<file path="src/hw/pin_remap_pkg.sv">
// Purpose: Shared constants and carriers for the remappable pin select multiplexer.
// Assumes: APB slave with 32-bit data, one aligned word per register.
// Notes:   Pin count is small and fixed; offsets and codes are named here once, inner members of a range only by its base or ends.
package pin_remap_pkg;

	localparam int NUM_PINS = 4;
	localparam int SEL_W    = 6;
	localparam int IN_SEL_W = 8;
	localparam int NUM_OUT  = 20;

	// Register byte offsets.
	localparam logic [11:0] OFS_IRQ_ONE_SEL  = 12'h000;
	localparam logic [11:0] OFS_OUT_SEL_BASE = 12'h010;
	localparam logic [11:0] OFS_ANALOG_SEL   = 12'h020;
	localparam logic [11:0] OFS_DIRECTION    = 12'h024;
	localparam logic [11:0] OFS_OUT_LATCH    = 12'h028;
	localparam logic [11:0] OFS_PIN_LEVEL    = 12'h02C;
	localparam logic [11:0] OFS_DEDICATED_EN = 12'h030;

	// Field positions and reset values.
	localparam int          IRQ_SEL_LSB     = 8;
	localparam logic [15:0] IRQ_SEL_RESET   = 16'h0000;
	localparam logic [5:0]  OUT_SEL_RESET   = 6'h00;
	localparam logic [3:0]  ANALOG_RESET    = 4'hF;
	localparam logic [3:0]  DIRECTION_RESET = 4'hF;
	localparam logic [3:0]  LATCH_RESET     = 4'h0;
	localparam logic [3:0]  DEDICATED_RESET = 4'h0;

	// Output function codes.
	localparam logic [5:0] OSEL_DEFAULT    = 6'h00;
	localparam logic [5:0] OSEL_UART_ONE   = 6'h01;
	localparam logic [5:0] OSEL_UART_TWO   = 6'h03;
	localparam logic [5:0] OSEL_SPI_DATA   = 6'h08;
	localparam logic [5:0] OSEL_SPI_CLK    = 6'h09;
	localparam logic [5:0] OSEL_SPI_SEL    = 6'h0A;
	localparam logic [5:0] OSEL_CAN_TX     = 6'h0E;
	localparam logic [5:0] OSEL_COMPARE_1  = 6'h10;
	localparam logic [5:0] OSEL_COMPARE_4  = 6'h13;
	localparam logic [5:0] OSEL_COMPTR_1   = 6'h18;
	localparam logic [5:0] OSEL_COMPTR_3   = 6'h1A;
	localparam logic [5:0] OSEL_PWM_SYNC   = 6'h2D;
	localparam logic [5:0] OSEL_REF_CLOCK  = 6'h31;
	localparam logic [5:0] OSEL_COMPTR_4   = 6'h32;
	localparam logic [5:0] OSEL_COMPTR_5   = 6'h33;
	localparam logic [5:0] OSEL_SENT_FIRST = 6'h39;
	localparam logic [5:0] OSEL_SENT_2ND   = 6'h3A;

	// Input select codes.
	localparam logic [7:0] ISEL_GROUND   = 8'h00;
	localparam logic [7:0] ISEL_COMPTR_1 = 8'h01;
	localparam logic [7:0] ISEL_PIN_BASE = 8'h02;
	localparam logic [7:0] ISEL_TOP_VIRT = 8'hB5;

	// Remappable peripheral outputs gathered into one carrier.
	typedef struct packed {
		logic       uart_one_tx_out;
		logic       uart_two_tx_out;
		logic       spi_two_data_out;
		logic       spi_two_clock_out;
		logic       spi_two_select_out;
		logic       can_one_tx_out;
		logic [3:0] compare_out;
		logic [4:0] comparator_out;
		logic       pwm_timebase_sync_out;
		logic       reference_clock_out;
		logic       sent_tx_first;
		logic       sent_tx_second;
	} periph_out_t;

	// Dedicated function drive per pin.
	typedef struct packed {
		logic [NUM_PINS-1:0] out_en;
		logic [NUM_PINS-1:0] out_val;
	} dedicated_t;

endpackage

</file>
<file path="src/hw/out_func_select.sv">
// Purpose: Decodes one pin's 6-bit output function code into a single drive bit.
// Assumes: Peripheral outputs are synchronous to the system clock.
// Notes:   Purely combinational; one instance per remappable pin.
module out_func_select (
	input  wire logic [5:0]               code,     // Output function select code
	input  wire pin_remap_pkg::periph_out_t periph, // Remappable peripheral outputs
	output logic                          active,   // A remappable function is selected
	output logic                          value     // Selected function level
);

	always_comb begin
		active = 1'b1;
		value  = 1'b0;
		if (code == pin_remap_pkg::OSEL_UART_ONE) begin
			value = periph.uart_one_tx_out;
		end else if (code == pin_remap_pkg::OSEL_UART_TWO) begin
			value = periph.uart_two_tx_out;
		end else if (code == pin_remap_pkg::OSEL_SPI_DATA) begin
			value = periph.spi_two_data_out;
		end else if (code == pin_remap_pkg::OSEL_SPI_CLK) begin
			value = periph.spi_two_clock_out;
		end else if (code == pin_remap_pkg::OSEL_SPI_SEL) begin
			value = periph.spi_two_select_out;
		end else if (code == pin_remap_pkg::OSEL_CAN_TX) begin
			value = periph.can_one_tx_out;
		end else if (code >= pin_remap_pkg::OSEL_COMPARE_1 && code <= pin_remap_pkg::OSEL_COMPARE_4) begin
			value = periph.compare_out[code[1:0]];
		end else if (code >= pin_remap_pkg::OSEL_COMPTR_1 && code <= pin_remap_pkg::OSEL_COMPTR_3) begin
			value = periph.comparator_out[{1'b0, code[1:0]}];
		end else if (code == pin_remap_pkg::OSEL_COMPTR_4) begin
			value = periph.comparator_out[3];
		end else if (code == pin_remap_pkg::OSEL_COMPTR_5) begin
			value = periph.comparator_out[4];
		end else if (code == pin_remap_pkg::OSEL_PWM_SYNC) begin
			value = periph.pwm_timebase_sync_out;
		end else if (code == pin_remap_pkg::OSEL_REF_CLOCK) begin
			value = periph.reference_clock_out;
		end else if (code == pin_remap_pkg::OSEL_SENT_FIRST) begin
			value = periph.sent_tx_first;
		end else if (code == pin_remap_pkg::OSEL_SENT_2ND) begin
			value = periph.sent_tx_second;
		end else begin
			// Null code and every unassigned code leave the pin to its port function.
			active = 1'b0;
		end
	end

endmodule

</file>
<file path="src/hw/remappable_pin_select_mux.sv">
// Purpose: Peripheral pin remap multiplexer with APB register access.
// Assumes: One clock; pin inputs synchronous to clk; APB master per the AMBA protocol.
// Notes:   Four remappable pins; the gated input path of each of the four pins feeds the interrupt select.
module remappable_pin_select_mux (
	input  wire logic                          clk,            // System clock, 20 MHz
	input  wire logic                          rst_n,          // Asynchronous reset, active low
	input  wire logic                          psel,           // APB select
	input  wire logic                          penable,        // APB enable
	input  wire logic                          pwrite,         // APB write
	input  wire logic [11:0]                   paddr,          // APB byte address
	input  wire logic [31:0]                   pwdata,         // APB write data
	output logic      [31:0]                   prdata,         // APB read data
	output logic                               pready,         // APB ready
	output logic                               pslverr,        // APB error
	input  wire pin_remap_pkg::periph_out_t    periph,         // Remappable peripheral outputs
	input  wire pin_remap_pkg::dedicated_t     dedicated,      // Dedicated output functions
	input  wire logic [3:0]                    remap_pin_in,   // Pin input levels
	output logic      [3:0]                    remap_pin_out,  // Pin output levels
	output logic      [3:0]                    remap_pin_oe,   // Pin output enables
	output logic      [3:0]                    digital_in,     // Gated digital input levels
	output logic                               ext_irq_one_in  // Selected interrupt one source
);

	localparam int NP = pin_remap_pkg::NUM_PINS;

	logic [7:0]    ext_irq_one_pin_sel_r;
	logic [5:0]    pin_output_func_sel_r [NP];
	logic [NP-1:0] analog_select_reg_r;
	logic [NP-1:0] pin_direction_reg_r;
	logic [NP-1:0] output_latch_reg_r;
	logic [NP-1:0] ded_enable_r;
	logic [NP-1:0] pin_level_reg_r;
	logic [NP-1:0] remap_active;
	logic [NP-1:0] remap_value;
	logic [NP-1:0] pin_out_nxt;
	logic [NP-1:0] pin_oe_nxt;
	logic [NP-1:0] dig_in_nxt;
	logic          irq_nxt;
	logic [31:0]   rdata_nxt;
	logic          err_nxt;
	logic          wr_en;
	logic          rd_en;

	// Single-cycle access phase: no wait states.
	assign pready = 1'b1;
	assign wr_en  = psel && penable && pwrite;
	// A read is recognised in its setup cycle so that its data can be registered ahead of the access phase.
	assign rd_en  = psel && !penable && !pwrite;

	// Every mapping register is written independently; nothing cross-checks them.
	always_ff @(posedge clk or negedge rst_n) begin
		if (!rst_n) begin
			ext_irq_one_pin_sel_r <= pin_remap_pkg::IRQ_SEL_RESET[15:8];
		end else if (wr_en && paddr == pin_remap_pkg::OFS_IRQ_ONE_SEL) begin
			ext_irq_one_pin_sel_r <= pwdata[15:8];
		end
	end

	always_ff @(posedge clk or negedge rst_n) begin
		if (!rst_n) begin
			analog_select_reg_r <= pin_remap_pkg::ANALOG_RESET;
			pin_direction_reg_r <= pin_remap_pkg::DIRECTION_RESET;
			output_latch_reg_r  <= pin_remap_pkg::LATCH_RESET;
			ded_enable_r        <= pin_remap_pkg::DEDICATED_RESET;
		end else if (wr_en) begin
			if (paddr == pin_remap_pkg::OFS_ANALOG_SEL) begin
				analog_select_reg_r <= pwdata[NP-1:0];
			end else if (paddr == pin_remap_pkg::OFS_DIRECTION) begin
				pin_direction_reg_r <= pwdata[NP-1:0];
			end else if (paddr == pin_remap_pkg::OFS_OUT_LATCH) begin
				output_latch_reg_r <= pwdata[NP-1:0];
			end else if (paddr == pin_remap_pkg::OFS_DEDICATED_EN) begin
				ded_enable_r <= pwdata[NP-1:0];
			end
		end
	end

	genvar g;
	generate
		for (g = 0; g < NP; g++) begin : g_pin
			always_ff @(posedge clk or negedge rst_n) begin
				if (!rst_n) begin
					pin_output_func_sel_r[g] <= pin_remap_pkg::OUT_SEL_RESET;
				end else if (wr_en && paddr == pin_remap_pkg::OFS_OUT_SEL_BASE + 12'(4 * g)) begin
					pin_output_func_sel_r[g] <= pwdata[5:0];
				end
			end

			// The same peripheral bus feeds every pin decoder, so one function may reach many pins.
			out_func_select u_sel (
				.code   (pin_output_func_sel_r[g]),
				.periph (periph),
				.active (remap_active[g]),
				.value  (remap_value[g])
			);

			// Fixed priority: dedicated output, then remappable output, then port latch.
			always_comb begin
				if (dedicated.out_en[g] && ded_enable_r[g]) begin
					pin_out_nxt[g] = dedicated.out_val[g];
					pin_oe_nxt[g]  = 1'b1;
				end else if (remap_active[g]) begin
					pin_out_nxt[g] = remap_value[g];
					pin_oe_nxt[g]  = 1'b1;
				end else begin
					pin_out_nxt[g] = output_latch_reg_r[g];
					pin_oe_nxt[g]  = !pin_direction_reg_r[g];
				end
			end

			// Only the analog bit gates the input buffer; output drive is left untouched.
			assign dig_in_nxt[g] = remap_pin_in[g] & !analog_select_reg_r[g];
		end
	endgenerate

	// One mux result per pin means exactly one driver reaches each pin.
	always_ff @(posedge clk or negedge rst_n) begin
		if (!rst_n) begin
			remap_pin_out <= 4'h0;
			remap_pin_oe  <= 4'h0;
		end else begin
			remap_pin_out <= pin_out_nxt;
			remap_pin_oe  <= pin_oe_nxt;
		end
	end

	// Inputs are sampled without regard to the drive, so the pin may be read while driven.
	always_ff @(posedge clk or negedge rst_n) begin
		if (!rst_n) begin
			pin_level_reg_r <= 4'h0;
			digital_in      <= 4'h0;
		end else begin
			pin_level_reg_r <= dig_in_nxt;
			digital_in      <= dig_in_nxt;
		end
	end

	// Codes beyond the pins present, up to the top virtual code, read as ground.
	always_comb begin
		if (ext_irq_one_pin_sel_r == pin_remap_pkg::ISEL_GROUND) begin
			irq_nxt = 1'b0;
		end else if (ext_irq_one_pin_sel_r == pin_remap_pkg::ISEL_COMPTR_1) begin
			irq_nxt = periph.comparator_out[0];
		end else if (ext_irq_one_pin_sel_r >= pin_remap_pkg::ISEL_PIN_BASE
		             && ext_irq_one_pin_sel_r < pin_remap_pkg::ISEL_PIN_BASE + 8'(NP)) begin
			irq_nxt = dig_in_nxt[2'(ext_irq_one_pin_sel_r - pin_remap_pkg::ISEL_PIN_BASE)];
		end else begin
			irq_nxt = 1'b0;
		end
	end

	always_ff @(posedge clk or negedge rst_n) begin
		if (!rst_n) begin
			ext_irq_one_in <= 1'b0;
		end else begin
			ext_irq_one_in <= irq_nxt;
		end
	end

	// Read mux; reserved bits read as zero and unmapped addresses answer with an error.
	always_comb begin
		rdata_nxt = 32'h0000_0000;
		err_nxt   = 1'b0;
		if (paddr == pin_remap_pkg::OFS_IRQ_ONE_SEL) begin
			rdata_nxt[15:8] = ext_irq_one_pin_sel_r;
		end else if (paddr == pin_remap_pkg::OFS_ANALOG_SEL) begin
			rdata_nxt[NP-1:0] = analog_select_reg_r;
		end else if (paddr == pin_remap_pkg::OFS_DIRECTION) begin
			rdata_nxt[NP-1:0] = pin_direction_reg_r;
		end else if (paddr == pin_remap_pkg::OFS_OUT_LATCH) begin
			rdata_nxt[NP-1:0] = output_latch_reg_r;
		end else if (paddr == pin_remap_pkg::OFS_PIN_LEVEL) begin
			rdata_nxt[NP-1:0] = pin_level_reg_r;
		end else if (paddr == pin_remap_pkg::OFS_DEDICATED_EN) begin
			rdata_nxt[NP-1:0] = ded_enable_r;
		end else if (paddr >= pin_remap_pkg::OFS_OUT_SEL_BASE
		             && paddr < pin_remap_pkg::OFS_OUT_SEL_BASE + 12'(4 * NP) && paddr[1:0] == 2'h0) begin
			rdata_nxt[5:0] = pin_output_func_sel_r[2'(paddr[11:2] - pin_remap_pkg::OFS_OUT_SEL_BASE[11:2])];
		end else begin
			err_nxt = 1'b1;
		end
	end

	// Read data are captured at the end of the setup cycle, so prdata comes from a flip-flop
	// without a wait state; outside a read access the bus shows zero.
	always_ff @(posedge clk or negedge rst_n) begin
		if (!rst_n) begin
			prdata <= 32'h0000_0000;
		end else if (rd_en) begin
			prdata <= rdata_nxt;
		end else begin
			prdata <= 32'h0000_0000;
		end
	end

	assign pslverr = psel && penable && err_nxt;

endmodule

</file>
<file path="config.mk">
export PLATFORM = sky130hd
export DESIGN_NAME = remappable_pin_select_mux
export DESIGN_NICKNAME = d
export VERILOG_FILES = /design/src/hw/pin_remap_pkg.sv /design/src/hw/out_func_select.sv /design/src/hw/remappable_pin_select_mux.sv
export SDC_FILE = /design/constraint.sdc
export NUM_CORES = 1
export LEC_CHECK = 0
export BUFFER_PORTS_ARGS = -buffer_cell sky130_fd_sc_hd__buf_2
export CAP_MARGIN = 20
export CORE_MARGIN = 10
export CORE_UTILIZATION = 51
export CTS_CLUSTER_SIZE = 40
export DETAILED_ROUTE_END_ITERATION = 8
export PLACE_DENSITY_LB_ADDON = 0.05
export REMOVE_ABC_BUFFERS = 1
export SYNTH_ARGS = -nofsm -noshare
export SYNTH_HDL_FRONTEND = slang
export SYNTH_SLANG_ARGS = --single-unit
export TNS_END_PERCENT = 1
</file>
<file path="constraint.sdc">
create_clock -name clk -period 2.21 [get_ports clk]
set_input_delay 0.442 -clock clk [delete_from_list [all_inputs] [get_ports clk]]
set_output_delay 0.442 -clock clk [all_outputs]
set_load 0.05 [all_outputs]
</file>
==> impl_metrics.ini <==
[run_status]
outcome = complete, no violations

[synth]
syn_inst = 494
mappedNetlistArea_sq_um = 4790
ys_seq_area_frac = 0.394
yosysTopAreaCell = dfrtp_1
synth_top_flop_cell = dfrtp_1
synth_edf_count = 0
synth-async-reset-ratio = 1.00
yosysTopAreaCellShare = 0.350
yosys_warnings = 0
post_synth.cell_area_avg_sq_um = 9.70
synth.area.top_cells = dfrtp_1 (35%), mux2_2 (11%), dfstp_2 (4.4%), mux4_2 (4.2%), o21ai_0 (3.9%)
synth-seq-cells = 75
synth_cell_types = 58

[detailed_routing]
drt_iter0_markers = 306
via_count = 4210
routed_wl_mm = 13.9
ant_nets = 0
avgViaCountPerCell = 6.01
drc = 0
routedWlPerCell_microns = 19.8
drt_first_pass_iters = 5

[setup_path]
crit_path_end_kind = output port
required_ns = 1.77
critPathSlowestCell = or4_4
reg2reg_depth = 5
cp.depth = 5
r2r-end = prdata[0]$_DFF_PN0_
cp_top_family = simple AND/OR/NAND/NOR gates
regToRegSetupSlack_ns = 0.30
worst_path_largest_cell_delay_ns = 0.54
worstSetupStartpointType = input port
path_class = in2out
critPathBufInv = 3
setup.worst_path.start = paddr[7]
crit_path_end = pslverr
cp_max_fo = 2
critical_path_arrival_ns = 1.74
path_cells = buf_2 > or4_4 > buf_4 > o311a_1 > buf_6
timing.rr.start = pin_output_func_sel_r[12]$_DFFE_PN0P_

[cells_and_area]
fillers = 818
final_nets = 664
final_cells = 700
utilization = 0.609
num_antenna_cells = 0
regArea_sq_um = 1890
largestRegisters = pin_output_func_sel_r x24, prdata x14, ext_irq_one_pin_sel_r x8
area_growth_syn_to_layout_pct = 16.8
multi_input_area_sq_um = 2640
drive_gt1_frac = 0.360
largest_reg_flops = 24
regMostFlops = pin_output_func_sel_r

[clock_network]
root_buffer = clkbuf_8
clk_pin_slew_ns = 0.08
cts_max_level = 3
ctsHoldBuffers = 0
cts_tree = done
clock_sinks = 75
ctsLongestPathBuffers = 2
cts_buffers = 9
insertion_delay_ns = 0.36

[floorplan]
initial_core_util = 0.521
io_pins = 127
row_count = 35
die_w_microns = 117
core-area_sq_um = 9200
die_h_microns = 117
die_area_sq_um = 13700

[global_route]
grt_pass1_wl_mm = 21.7
grt_pass1_vias = 3999
overflow = 0
grt_use_total = 0.204
grt_max_degree = 45
antenna_found_initial = 0

[place]
gp_congestion = 0.888
dp_cells = 684
dpl.hpwl_mm = 10.6
port_buffers = 89
dp_slack_ns = -0.0603

[job]
drv_cap = 0

[timing]
min_period_ns = 2.18
timing.slew.headroom = 0.605
hold_viol = 0
final.setup_skew_ns = 0.00621
layout_setup_ws_ns = 0.0255
period_share = 0.988
holdWs_ns = 0.0491
rsz0062_at_grt = false
setup_viol = 0
max_freq_mhz = 458
maxSlewViolCount = 0
worst_pin_slew_ns = 0.592

[power_and_ir_drop]
p_leak_nw = 2.56
power.density_nw_per_um2 = 527
ir_worst_vdd_mv = 0.373
power_w = 0.00295

[min_path]
hold_path_class = in2async
==> worst min-delay path by stage <==
stage	startpoint	slack, ns	to	cells past startpoint
global route	rst_n	0.08	remap_pin_out[1]$_DFF_PN0_	1
floorplan	rst_n	0.15	ded_enable_r[0]$_DFFE_PN0P_	0
CTS	rst_n	0.07	remap_pin_out[1]$_DFF_PN0_	1
finish	rst_n	0.05	remap_pin_out[1]$_DFF_PN0_	1
detailed placement	ext_irq_one_pin_sel_r[7]$_DFFE_PN0P_	0.44	ext_irq_one_in$_DFF_PN0_	1
global placement	ext_irq_one_pin_sel_r[7]$_DFFE_PN0P_	0.43	ext_irq_one_in$_DFF_PN0_	1
==> stage by stage <==
step / setup TNS (ns) / cell area, sq um
floorplan: 0 / 4560
global placement: -0.516 / 5360
detailed placement: -0.505 / 5360
CTS: 0 / 5600
global route: 0 / 5600
finish: 0 / 5600
==> metal layers <==
| layer | GRT usage | wire, microns | up-vias |
|---|---|---|---|
| met5 | 0 | 0 | - |
| met4 | 0.0428 | 157 | 0 |
| li1 | - | - | 1956 |
| met3 | 0.0515 | 1090 | 17 |
| met2 | 0.312 | 6510 | 183 |
| met1 | 0.286 | 6110 | 2054 |
==> report_power, final <==
part / leakage [nW] / internal [W] / switching [W]
logic: 1.48 / 0.000102 / 0.000239
clock network: 0.114 / 0.000678 / 0.000545
registers: 0.963 / 0.00138 / 0.00000533
==> logic make-up (layout without fill, tap and decap cells) <==
| family | Yosys count | after routing | synth area share |
|---|---|---|---|
| AO/OA/AOI/OAI | 105 | 105 | 0.146 |
| AND/OR/NAND/NOR | 175 | 175 | 0.204 |
| flip-flops | 75 | 75 | 0.394 |
| buffers and inverters | 65 | 143 | 0.0689 |
| multiplexers | 72 | 72 | 0.186 |
| other | 2 | 19 | 0.00157 |
==> synth_stat cells (10+ instances only) <==
| cell type | instances |
|---|---|
| buf_4 | 19 |
| clkbuf_1 | 28 |
| dfrtp_1 | 67 |
| inv_1 | 10 |
| mux2_2 | 48 |
| mux2i_1 | 15 |
| nand2_1 | 37 |
| nand2b_1 | 10 |
| nand3_1 | 17 |
| nor2_1 | 37 |
| nor2b_1 | 11 |
| o21ai_0 | 37 |
| o22ai_1 | 10 |
==> area by class of cell <==
type | count | share of cell area
tap | 111 | 0.0248
inverter | 10 | 0.00670
clock inverter | 6 | 0.0168
timing repair buffer | 117 | 0.119
sequential | 75 | 0.337
multi-input combinational | 371 | 0.472
clock buffer | 10 | 0.0246
==> worst register-to-register path: cells and delay by family, from the launching register on <==
kind            cells  cell delay [ns]
compound gates      2             0.43
buf+inv             1             0.25
flops               1             0.57
mux                 1             0.47
simple gates        1             0.07
==> layout by cell type, fill, tap and decap left out, types with 15 or more instances in the layout <==
cell | netlist | final
buf_2 | 6 | 87
conb_1 | 2 | 19
o21ai_0 | 37 | 37
dfrtp_1 | 67 | 67
nand2_1 | 37 | 37
nand3_1 | 17 | 17
buf_4 | 19 | 29
nor2_1 | 37 | 37
mux2i_1 | 15 | 15
mux2_2 | 48 | 48
==> repair_timing <==
action                                  CTS  global route
endpoints found under the setup margin    1             1
gates resized for setup                   1             1
hold endpoints to repair                  0             0
buffers inserted                          0             0
Note: power is estimated with default switching activity, not from simulation.
